--- src/design/ul_defines.svh ---
`ifndef UL_DEFINES_SVH
`define UL_DEFINES_SVH

// ********************************************
// Timing of the uplink line
// ********************************************

// System clock rate in Hz (25 MHz).
`define UL_CLK_HZ 32'h017D7840
// Nominal uplink bit rate in bit/s (564.48 kbit/s).
`define UL_BIT_HZ 32'h00089D00
// Rate accumulators wrap at the clock rate.
`define UL_NCO_MOD (25'(`UL_CLK_HZ))
// Step of the half-cell accumulator: two half cells per bit.
`define UL_HALF_STEP (25'(2 * `UL_BIT_HZ))
// Step of the whole-bit accumulator.
`define UL_BIT_STEP (25'(`UL_BIT_HZ))
// Clock cycles in one half cell, rounded down (22).
`define UL_HALF_CYC (`UL_CLK_HZ / (2 * `UL_BIT_HZ))

// ********************************************
// Decoder acceptance windows, in clock cycles
// ********************************************

`define UL_BND_MIN (6'(`UL_HALF_CYC - 6))
`define UL_BND_MAX (6'(`UL_HALF_CYC + 6))
`define UL_MID_MIN (6'(2 * `UL_HALF_CYC - 8))
`define UL_MID_MAX (6'(2 * `UL_HALF_CYC + 8))

// ********************************************
// Fallback handling in bit periods; encoder word width and buffer depth
// ********************************************

// Bit periods without lock before the input is judged lost.
`define UL_LOSS_BITS 7'h40
// Length of the run of ones put in front of the fallback telegram.
`define UL_FILL_BITS 7'h64
// Length of the stored fallback telegram.
`define UL_TEL_BITS 9'h155
// Width of one word taken from the encoder's user side.
`define UL_WORD_W 8
// Depth of the encoder's word buffer.
`define UL_FIFO_DEPTH 16

`endif

--- src/design/ul_pkg.sv ---
`default_nettype none

package ul_pkg;

  // Transponder telegram source selection.
  typedef enum logic [2:0] {
    UL_ST_IDLE,
    UL_ST_ACQUIRE,
    UL_ST_LIVE,
    UL_ST_FILL,
    UL_ST_FALLBACK
  } ul_src_state_e;

endpackage

`default_nettype wire

--- src/design/ul_link_if.sv ---
`timescale 1ns/100ps
`default_nettype none

// Two conductors of the uplink data input, driven only by the encoder end.
interface ul_link_if;
  logic lineP;
  logic lineN;

  modport encoder (output lineP, output lineN);
  modport transponder (input lineP, input lineN);
endinterface

`default_nettype wire

--- src/design/ul_transponder_end.sv ---
`timescale 1ns/100ps
`default_nettype none
`include "ul_defines.svh"

module ul_transponder_end #(
  parameter logic [`UL_TEL_BITS-1:0] FALLBACK_TELEGRAM = {
    {85{4'hA}}, 1'b1}
) (
  // Clock and reset
  input wire logic clk_sys,
  input wire logic rst,
  // Uplink line
  ul_link_if.transponder link,
  // Energisation by a passing train
  input wire logic energised,
  // Bits towards the air-gap transmitter
  output logic airBit,
  output logic airStrobe,
  // Status
  output logic fallbackActive,
  output logic inputLocked
);

  // ********************************************
  // Line edge detection
  // ********************************************

  logic line_reg;
  logic linePrev_reg;
  logic linePrimed_reg;
  wire lineEdge;

  // Only changes of level are used, so swapped conductors decode alike.
  assign lineEdge = line_reg ^ linePrev_reg;

  // Both stages load the pin first, so neither idle level reads as an edge.
  always_ff @(posedge clk_sys or posedge rst) begin
    if (rst) begin
      line_reg <= 1'b0;
      linePrev_reg <= 1'b0;
      linePrimed_reg <= 1'b0;
    end else begin
      line_reg <= link.lineP;
      linePrev_reg <= linePrimed_reg ? line_reg : link.lineP;
      linePrimed_reg <= 1'b1;
    end
  end

  // ********************************************
  // Mid-cell lock and symbol comparison
  // ********************************************

  logic [5:0] gap_reg;
  logic locked_reg;
  logic sawBoundary_reg;
  logic firstBit_reg;
  logic decBit_reg;
  logic decStrobe_reg;
  wire inBoundary;
  wire inMid;
  wire tooLong;
  wire midEdge;
  wire badEdge;

  // Window tests on the cycles since the last edge while unlocked, since the last accepted mid-cell edge once locked.
  assign inBoundary = (gap_reg >= `UL_BND_MIN) && (gap_reg <= `UL_BND_MAX);
  assign inMid = (gap_reg >= `UL_MID_MIN) && (gap_reg <= `UL_MID_MAX);
  assign tooLong = (gap_reg > `UL_MID_MAX);
  assign midEdge = lineEdge && inMid;
  assign badEdge = lineEdge && locked_reg && !inMid && !(inBoundary && !sawBoundary_reg);

  // Timing follows the line's own edges, so no local bit rate is imposed.
  always_ff @(posedge clk_sys or posedge rst) begin
    if (rst) begin
      gap_reg <= '0;
      locked_reg <= 1'b0;
      sawBoundary_reg <= 1'b0;
      firstBit_reg <= 1'b1;
      decBit_reg <= 1'b0;
      decStrobe_reg <= 1'b0;
    end else begin
      decStrobe_reg <= 1'b0;
      if (!energised) begin
        gap_reg <= '0;
        locked_reg <= 1'b0;
        sawBoundary_reg <= 1'b0;
        firstBit_reg <= 1'b1;
      end else if (!locked_reg) begin
        // Two edges a whole cell apart can only both be mid-cell edges.
        gap_reg <= lineEdge ? 6'h00 : (tooLong ? gap_reg : gap_reg + 6'h01);
        locked_reg <= midEdge;
        firstBit_reg <= 1'b1;
        sawBoundary_reg <= 1'b0;
      end else if (badEdge || (tooLong && !lineEdge)) begin
        locked_reg <= 1'b0;
        gap_reg <= '0;
        sawBoundary_reg <= 1'b0;
      end else if (midEdge) begin
        // A boundary edge means the symbol repeated, which is a one.
        decBit_reg <= sawBoundary_reg;
        decStrobe_reg <= !firstBit_reg;
        firstBit_reg <= 1'b0;
        sawBoundary_reg <= 1'b0;
        gap_reg <= '0;
      end else begin
        sawBoundary_reg <= sawBoundary_reg | lineEdge;
        gap_reg <= gap_reg + 6'h01;
      end
    end
  end

  // ********************************************
  // Local bit rate for fill and fallback
  // ********************************************

  logic [24:0] nco_reg;
  wire [25:0] ncoSum;
  wire bitTick;

  assign ncoSum = {1'b0, nco_reg} + {1'b0, `UL_BIT_STEP};
  assign bitTick = (ncoSum >= {1'b0, `UL_NCO_MOD});

  always_ff @(posedge clk_sys or posedge rst) begin
    if (rst) begin
      nco_reg <= '0;
    end else begin
      nco_reg <= bitTick ? 25'(ncoSum - {1'b0, `UL_NCO_MOD}) : ncoSum[24:0];
    end
  end

  // ********************************************
  // Telegram source selection
  // ********************************************

  ul_pkg::ul_src_state_e state_reg;
  ul_pkg::ul_src_state_e state_next;
  logic [6:0] lossCnt_reg;
  logic [6:0] fillCnt_reg;
  logic [8:0] telIdx_reg;
  logic airBit_reg;
  logic airStrobe_reg;
  logic fallback_reg;
  wire lossHit;
  wire fillDone;
  wire telLast;

  // Loss is judged after a fixed number of unlocked bit periods; with the fill
  // run this stays well inside the 341-bit bound.
  assign lossHit = !locked_reg && bitTick && (lossCnt_reg == `UL_LOSS_BITS - 7'h01);
  assign fillDone = bitTick && (fillCnt_reg == `UL_FILL_BITS - 7'h01);
  assign telLast = (telIdx_reg == `UL_TEL_BITS - 9'h001);

  // Next source; losing energisation always wins and clears fallback.
  always_comb begin
    state_next = state_reg;
    case (state_reg)
      ul_pkg::UL_ST_IDLE: begin
        state_next = ul_pkg::UL_ST_ACQUIRE;
      end
      ul_pkg::UL_ST_ACQUIRE: begin
        if (lossHit) begin
          state_next = ul_pkg::UL_ST_FILL;
        end else if (locked_reg) begin
          state_next = ul_pkg::UL_ST_LIVE;
        end
      end
      ul_pkg::UL_ST_LIVE: begin
        if (lossHit) begin
          state_next = ul_pkg::UL_ST_FILL;
        end
      end
      ul_pkg::UL_ST_FILL: begin
        if (fillDone) begin
          state_next = ul_pkg::UL_ST_FALLBACK;
        end
      end
      default: begin
        state_next = ul_pkg::UL_ST_FALLBACK;
      end
    endcase
    if (!energised) begin
      state_next = ul_pkg::UL_ST_IDLE;
    end
  end

  // Counters for loss, fill run and telegram position.
  always_ff @(posedge clk_sys or posedge rst) begin
    if (rst) begin
      state_reg <= ul_pkg::UL_ST_IDLE;
      lossCnt_reg <= '0;
      fillCnt_reg <= '0;
      telIdx_reg <= '0;
    end else begin
      state_reg <= state_next;
      if (locked_reg || state_reg == ul_pkg::UL_ST_IDLE) begin
        lossCnt_reg <= '0;
      end else if (bitTick && !lossHit) begin
        lossCnt_reg <= lossCnt_reg + 7'h01;
      end
      if (state_reg != ul_pkg::UL_ST_FILL) begin
        fillCnt_reg <= '0;
      end else if (bitTick) begin
        fillCnt_reg <= fillCnt_reg + 7'h01;
      end
      if (state_reg != ul_pkg::UL_ST_FALLBACK) begin
        telIdx_reg <= '0;
      end else if (bitTick) begin
        telIdx_reg <= telLast ? 9'h000 : telIdx_reg + 9'h001;
      end
    end
  end

  // Output bits: live bits pass unchanged and in order; fill is all ones,
  // then the stored telegram repeats.
  always_ff @(posedge clk_sys or posedge rst) begin
    if (rst) begin
      airBit_reg <= 1'b0;
      airStrobe_reg <= 1'b0;
      fallback_reg <= 1'b0;
    end else begin
      airStrobe_reg <= 1'b0;
      fallback_reg <= (state_next == ul_pkg::UL_ST_FILL) ||
                      (state_next == ul_pkg::UL_ST_FALLBACK);
      case (state_reg)
        ul_pkg::UL_ST_LIVE: begin
          airBit_reg <= decBit_reg;
          airStrobe_reg <= decStrobe_reg && locked_reg;
        end
        ul_pkg::UL_ST_FILL: begin
          airBit_reg <= 1'b1;
          airStrobe_reg <= bitTick;
        end
        ul_pkg::UL_ST_FALLBACK: begin
          airBit_reg <= FALLBACK_TELEGRAM[telIdx_reg];
          airStrobe_reg <= bitTick;
        end
        default: begin
          airBit_reg <= airBit_reg;
        end
      endcase
    end
  end

  assign airBit = airBit_reg;
  assign airStrobe = airStrobe_reg;
  assign fallbackActive = fallback_reg;
  assign inputLocked = locked_reg;

endmodule

`default_nettype wire

--- src/flat_wrapper.sv ---
// flat-port wrapper written by rule: the top's interface ports become plain ports
module ul_transponder_end_flat 
#(
  parameter logic [`UL_TEL_BITS-1:0] FALLBACK_TELEGRAM = {
    {85{4'hA}}, 1'b1}
)
  (clk_sys, rst, energised, airBit, airStrobe, fallbackActive, inputLocked, link_lineP, link_lineN);
  ul_link_if link_i ();
  input wire logic clk_sys;
  input wire logic rst;
  input wire logic energised;
  output logic airBit;
  output logic airStrobe;
  output logic fallbackActive;
  output logic inputLocked;
  input wire logic [$bits(link_i.lineP)-1:0] link_lineP;
  input wire logic [$bits(link_i.lineN)-1:0] link_lineN;
  assign link_i.lineP = link_lineP;
  assign link_i.lineN = link_lineN;
  ul_transponder_end #(.FALLBACK_TELEGRAM(FALLBACK_TELEGRAM)) u_core (.clk_sys(clk_sys), .rst(rst), .link(link_i), .energised(energised), .airBit(airBit), .airStrobe(airStrobe), .fallbackActive(fallbackActive), .inputLocked(inputLocked));
endmodule
--- config.mk ---
export PLATFORM = sky130hd
export DESIGN_NAME = ul_transponder_end_flat
export DESIGN_NICKNAME = d
export VERILOG_FILES = /design/src/design/ul_pkg.sv /design/src/design/ul_link_if.sv /design/src/design/ul_transponder_end.sv /design/src/flat_wrapper.sv
export VERILOG_INCLUDE_DIRS = /design/src /design/src/design
export SDC_FILE = /design/constraint.sdc
export NUM_CORES = 1
export LEC_CHECK = 0
export BUFFER_PORTS_ARGS = -buffer_cell sky130_fd_sc_hd__buf_2
export CAP_MARGIN = 20
export CORE_UTILIZATION = 30
export DETAILED_ROUTE_END_ITERATION = 7
export GPL_ROUTABILITY_DRIVEN = 0
export HOLD_SLACK_MARGIN = 0.02
export PLACE_DENSITY = 0.44
export SYNTH_ARGS = -nofsm -noshare
export SYNTH_HDL_FRONTEND = slang
export SYNTH_SLANG_ARGS = --single-unit
--- constraint.sdc ---
create_clock -name clk_sys -period 3.1 [get_ports clk_sys]
set_input_delay 0.62 -clock clk_sys [delete_from_list [all_inputs] [get_ports clk_sys]]
set_output_delay 0.62 -clock clk_sys [all_outputs]
set_load 0.05 [all_outputs]
# ---- After elaboration in Yosys (flattened, before gate mapping)
# Memory sizes are Yosys's and may differ from the RTL's.
# Index checks and enable logic that the tools add are counted.
dict set report totals {
  reg_bits 68
  rom_bits 512
  inputBits 5
  output_inout_bits 4
  mem_count 1
}
dict set report op_classes {
  add_sub_neg 6
  order_cmp 7
  n_eq_ne 14
  mux 39
  n_bitwise 3
  reduce_logical 31
}
# name depth width read_ports rd_clocked_by_memory_dff write_ports line_no
set memory_table {}
lappend memory_table {{(name not given)} 512 1 1 0 0 ul_transponder_end.sv:234} ;# airBit_reg <= FALLBACK_TELEGRAM[telIdx_reg];
# op count
set ops {}
lappend ops {{$mux W6} 6}
lappend ops {{$mux W7} 4}
lappend ops {{$mux W9} 3}
lappend ops {{$add A25 B20 Y26 const B} 1}
lappend ops {{$ge A26 B25 Y1 const B} 1}
lappend ops {{$mux W25} 1}
lappend ops {{$sub A25 B25 Y25 const B} 1}
lappend ops {{$mux W1} 17}
lappend ops {{$mux W3} 5}
lappend ops {{$add A7 B1 Y7 const B} 2}
lappend ops {{$logic_and A1 B1 Y1} 13}
lappend ops {{$pmux W3 S4} 1}
lappend ops {{$lt A9 B10 Y1 const B} 1}
lappend ops {{$add A9 B1 Y9 const B} 1}
lappend ops {{$eq A3 B2 Y1 const B} 3}
lappend ops {{$eq A9 B9 Y1 const B} 1}
lappend ops {{$ne A3 B3 Y1 const B} 3}
lappend ops {{$eq A7 B6 Y1 const B} 1}
lappend ops {{$eq A7 B7 Y1 const B} 1}
lappend ops {{$logic_not A1 Y1} 7}
lappend ops {{$add A6 B1 Y6 const B} 1}
lappend ops {{$eq A3 B3 Y1 const B} 2}
lappend ops {{$ge A6 B5 Y1 const B} 1}
lappend ops {{$ge A6 B6 Y1 const B} 1}
lappend ops {{other kinds (18)} 22}

# ---- Logic depth before layout (Yosys ltp)
dict set report logic_depth {
  ltp_word 9
  ltp_mapped 13
  depth_no_buf 11
}

# ---- Worst setup path after synthesis
# No wires, ideal clock.
dict set report synth_path {
  kind {reg-to-reg}
  start {register u_core.nco_reg[8]}
  end {register u_core.telIdx_reg[7]}
  setup_time_ns 0.079
  t_arrival_ns 3.245
  slack_ns -0.224
  path_stages_with_launch 13
  path_buffers 2
  synth_period_minus_slack_ns 3.324
  path_cell_list {dfrtp_1 ha_1 buf_2 or4_4 a31oi_4 o21bai_2 xor2_1 nor4b_4 o2111ai_4 and2_1 buf_6 nor4_4 mux2i_1}
}
dict set report synth_via {
  elab_chain_cells 3
}
# item line_no
set synth_lines {}
lappend synth_lines {{start, declared} ul_transponder_end.sv:116} ;# logic [24:0] nco_reg;
lappend synth_lines {{start signal, assigned} ul_transponder_end.sv:127} ;# nco_reg <= bitTick ? 25'(ncoSum - {1'b0, `UL_NCO_MOD}) : ncoSum[24:0];
lappend synth_lines {{$add A25 B20 Y26} ul_transponder_end.sv:120} ;# assign ncoSum = {1'b0, nco_reg} + {1'b0, `UL_BIT_STEP};
lappend synth_lines {{$ge A26 B25 Y1} ul_transponder_end.sv:121} ;# assign bitTick = (ncoSum >= {1'b0, `UL_NCO_MOD});
lappend synth_lines {{$reduce_bool A2 Y1 (no line)} -}
lappend synth_lines {{end signal, assigned} ul_transponder_end.sv:208} ;# telIdx_reg <= telLast ? 9'h000 : telIdx_reg + 9'h001;
lappend synth_lines {{end, declared} ul_transponder_end.sv:139} ;# logic [8:0] telIdx_reg;
# No other way between the ends.
# A chain may end at the register's enable or synchronous reset.

# ---- Worst setup path in the final report
dict set report layout_path {
  start {register u_core.nco_reg[8]}
  end {register u_core.fillCnt_reg[6]}
}
dict set report layout_via {
  elab_chain_cells 3
}
# item line_no
set layout_lines {}
lappend layout_lines {{$add A25 B20 Y26} ul_transponder_end.sv:120}
lappend layout_lines {{$ge A26 B25 Y1} ul_transponder_end.sv:121}
lappend layout_lines {{$reduce_bool A2 Y1 (no line)} -}
lappend layout_lines {{end signal, assigned} ul_transponder_end.sv:203} ;# fillCnt_reg <= fillCnt_reg + 7'h01;
lappend layout_lines {{end, declared} ul_transponder_end.sv:138} ;# logic [6:0] fillCnt_reg;
# No other way between the ends.

==> run_results.csv <==
group,metric,value,unit
outcome,status,"finished, final reports clean",
sta,clock-skew-final,5.79,ps
hold_path,hp-class,"primary input to asynchronous set/reset pin",
worst_setup_path,arrival,3180,ps
cells_and_area,drive_gt1_frac,0.194,
sta,finalCriticalPeriod,2960,ps
cts,hold_buffers,0,
detailed_routing,antenna_left,0,
detailed_routing,viasPerCell,4.84,
yosys,synth_commonest_cells,"dfrtp_1 (61), nand2_1 (40), xnor2_1 (35)",
detailed_routing,vias,2887,
global_route,overflow,0,
worst_setup_path,start_kind,"flip-flop",
cells_and_area,nFillCells,1239,
worst_setup_path,crit_path_end_kind,"flip-flop",
cts,clock_sinks,62,
detailed_routing,drt_iter0_drc,123,
yosys,synth_cells,395,
power,power_density,431,mW/mm2
yosys,yosys_warnings,0,
cts,clk_pin_slew_worst_paths,60,ps
power,power_leakage,1.79,nW
cells_and_area,ff_latch_area,0.00155,mm2
yosys,yosysTopAreaCell,"dfrtp_1",
yosys,syn_nets,409,
global_route,grt_pass1_vias,2850,
worst_setup_path,crit_fanout,7,
global_route,grtUsageTotal,0.138,
cells_and_area,fin_util,0.368,
yosys,synth_edf_count,0,
detailed_routing,wl_met1,3970,um
yosys,synth.most_common_cell,"dfrtp_1",
die,initial_core_util,0.310,
yosys,ys.flop_type,"dfrtp_1",
detailed_routing,wl_met2,3650,um
cts,cts_tree,"yes",
sta,setup_viol,0,
yosys,avgSynthCellArea,9.51,um2
sta,fmax,337,MHz
yosys,synth.top_cell.area_share,0.406,
sta,timing.setup.tns,0,ps
worst_setup_path,cp_cell_sequence,"ha_2 -> or4_4 -> a31oi_4 -> nor2_1 -> xnor2_2 -> nor4b_4 -> o2111ai_4 -> buf_6 -> a2111oi_2 -> xnor2_1 -> nor2_1",
die,die-height,114,um
worst_setup_path,cp_slowest_cell,"or4_4",
global_route,grt_max_degree,25,
placement,hpwl,5580,um
cts,htree_levels,3,
yosys,synth.area.top_cells,"dfrtp_1 (41%), xnor2_1 (8.2%), nand2_1 (4.0%), nor2_1 (3.2%), ha_1 (3.0%)",
detailed_routing,drt-total-wl,7900,um
cells_and_area,largest_reg_flops,19,
placement,io_buffers,7,
cts,cts_buffer_depth,2,
power,ir_drop,0.307,mV
yosys,seq_area_frac_synth,0.413,
die,die_area,0.0130,mm2
cts,cts-root-buf,"clkbuf_16",
flow_run,drv_cap,0,
detailed_routing,wl_met3,135,um
die,rows,40,
die,core,0.0121,mm2
global_route,antenna_found_initial,0,
worst_setup_path,path_buf_inv,1,
cells_and_area,antennaDiodeCount,0,
sta,post-route-period-util,0.956,
detailed_routing,highest_layer,"met4",
yosys,synth_seq_cells,62,
worst_setup_path,cp.required,3310,ps
worst_setup_path,crit_family,"simple AND/OR/NAND/NOR gates",
cells_and_area,nNetsFinal,437,
yosys,netlist_area,0.00376,mm2
detailed_routing,routedWlPerCell,13.3,um
worst_setup_path,cp_slowest_stage_delay,450,ps
worst_setup_path,cpMostUsedCell,"nor2_1",
detailed_routing,dr.pass1.iters,4,
worst_setup_path,path_class,"flip-flop to flip-flop",
sta,tightest_slew,583,ps
global_route,grt_pass1_wl,14000,um
cells_and_area,multi_input_area,0.00208,mm2
sta,finalHoldViolations,0,
die,die-width,114,um
yosys,ys_types,65,
sta,rsz0062_at_grt,"false",
sta,slew_headroom,0.609,
die,io_pins,9,
cts,cts_made_buffers,9,
cts,worstSkewPairLatency,340,ps
sta,report.final.slew_viol_count,0,
detailed_routing,drc,0,
yosys,synth-async-reset-ratio,1.00,
cells_and_area,areaGrowthSynthToFinish,18.8,%
==> metal layers <==
| layer | track usage | vias to the layer above |
|---|---|---|
| li1 | - | 1454 |
| met1 | 0.186 | 1409 |
| met2 | 0.210 | 13 |
| met3 | 0.0287 | 11 |
| met4 | 0.0649 | 0 |
| met5 | 0 | - |
==> power breakdown <==
part	leakage, nW	switching, mW	internal (mW)
sequential	0.816	0.00608	0.818
combinational	0.832	0.0427	0.0164
clock	0.144	0.376	0.664
==> worst paths after layout <==
check	cells past startpoint	slack (ps)	end	start
max	11	140	u_core.fillCnt_reg[6]$_DFFE_PP0P_	u_core.nco_reg[8]$_DFF_PP0_
min	2	260	u_core.nco_reg[9]$_DFF_PP0_	rst
max reg2reg	11	140	u_core.fillCnt_reg[6]$_DFFE_PP0P_	u_core.nco_reg[8]$_DFF_PP0_
min reg2reg	1	500	u_core.linePrev_reg$_DFF_PP0_	u_core.linePrimed_reg$_DFF_PP0_
max in group asynchronous	3	2150	u_core.firstBit_reg$_DFFE_PP1P_	rst
min in group clk_sys	1	400	u_core.line_reg$_DFF_PP0_	link_lineP
==> per-stage QoR <==
step                hold slack (ps)  power, mW  setup slack (ps)  cell area (um2)  std cells
floorplan                       453      0.879             -70.2             3780        395
global placement                481      0.900               108             4120        578
detailed placement              489      0.900               114             4120        578
CTS                             273       1.96              86.2             4430        594
global route                    296       2.00              9.07             4460        596
finish                          260       1.92               137             4460        596
==> final cells by class <==
cell class,count,area share
clock inverters,5,0.0129
clock buffers,11,0.0567
repair buffers,34,0.0541
multi-input cells,299,0.466
inverters,17,0.0143
flip-flops and latches,62,0.348
well taps,168,0.0471
==> logic make-up after synthesis <==
kind of cell             synth area share
XOR/XNOR                            0.105
other                            0.000998
flip-flops                          0.413
multiplexers                       0.0167
adder cells (fa/ha/maj)            0.0300
AND/OR/NAND/NOR                     0.213
AO/OA/AOI/OAI                       0.180
buffers and inverters              0.0410
==> layout by cell type (no fill, tap or decap), drive strengths merged, types with 3 or more instances in the layout <==
cell type   n
a211oi      4
a21boi      3
a21o        3
a21oi      14
a22o        3
a31oi       9
and2        4
and3        5
buf        34
clkbuf     11
clkinvlp    3
dfrtp      61
ha          9
inv        17
mux2i       4
nand2      41
nand2b      3
nand3      20
nand4       5
nand4b      3
nor2       32
nor2b       9
nor3       12
nor4b       4
o211ai      4
o21a        3
o21ai      20
o22ai       6
o31ai       4
or2         4
xnor2      35
xor2       10
==> repair_timing <==
item | 4_1_cts | 5_1_grt
setup buffers | 0 | 2
gates resized for setup | 0 | 3
setup endpoints to repair | 0 | 5
(Power assumes the default switching activity.)
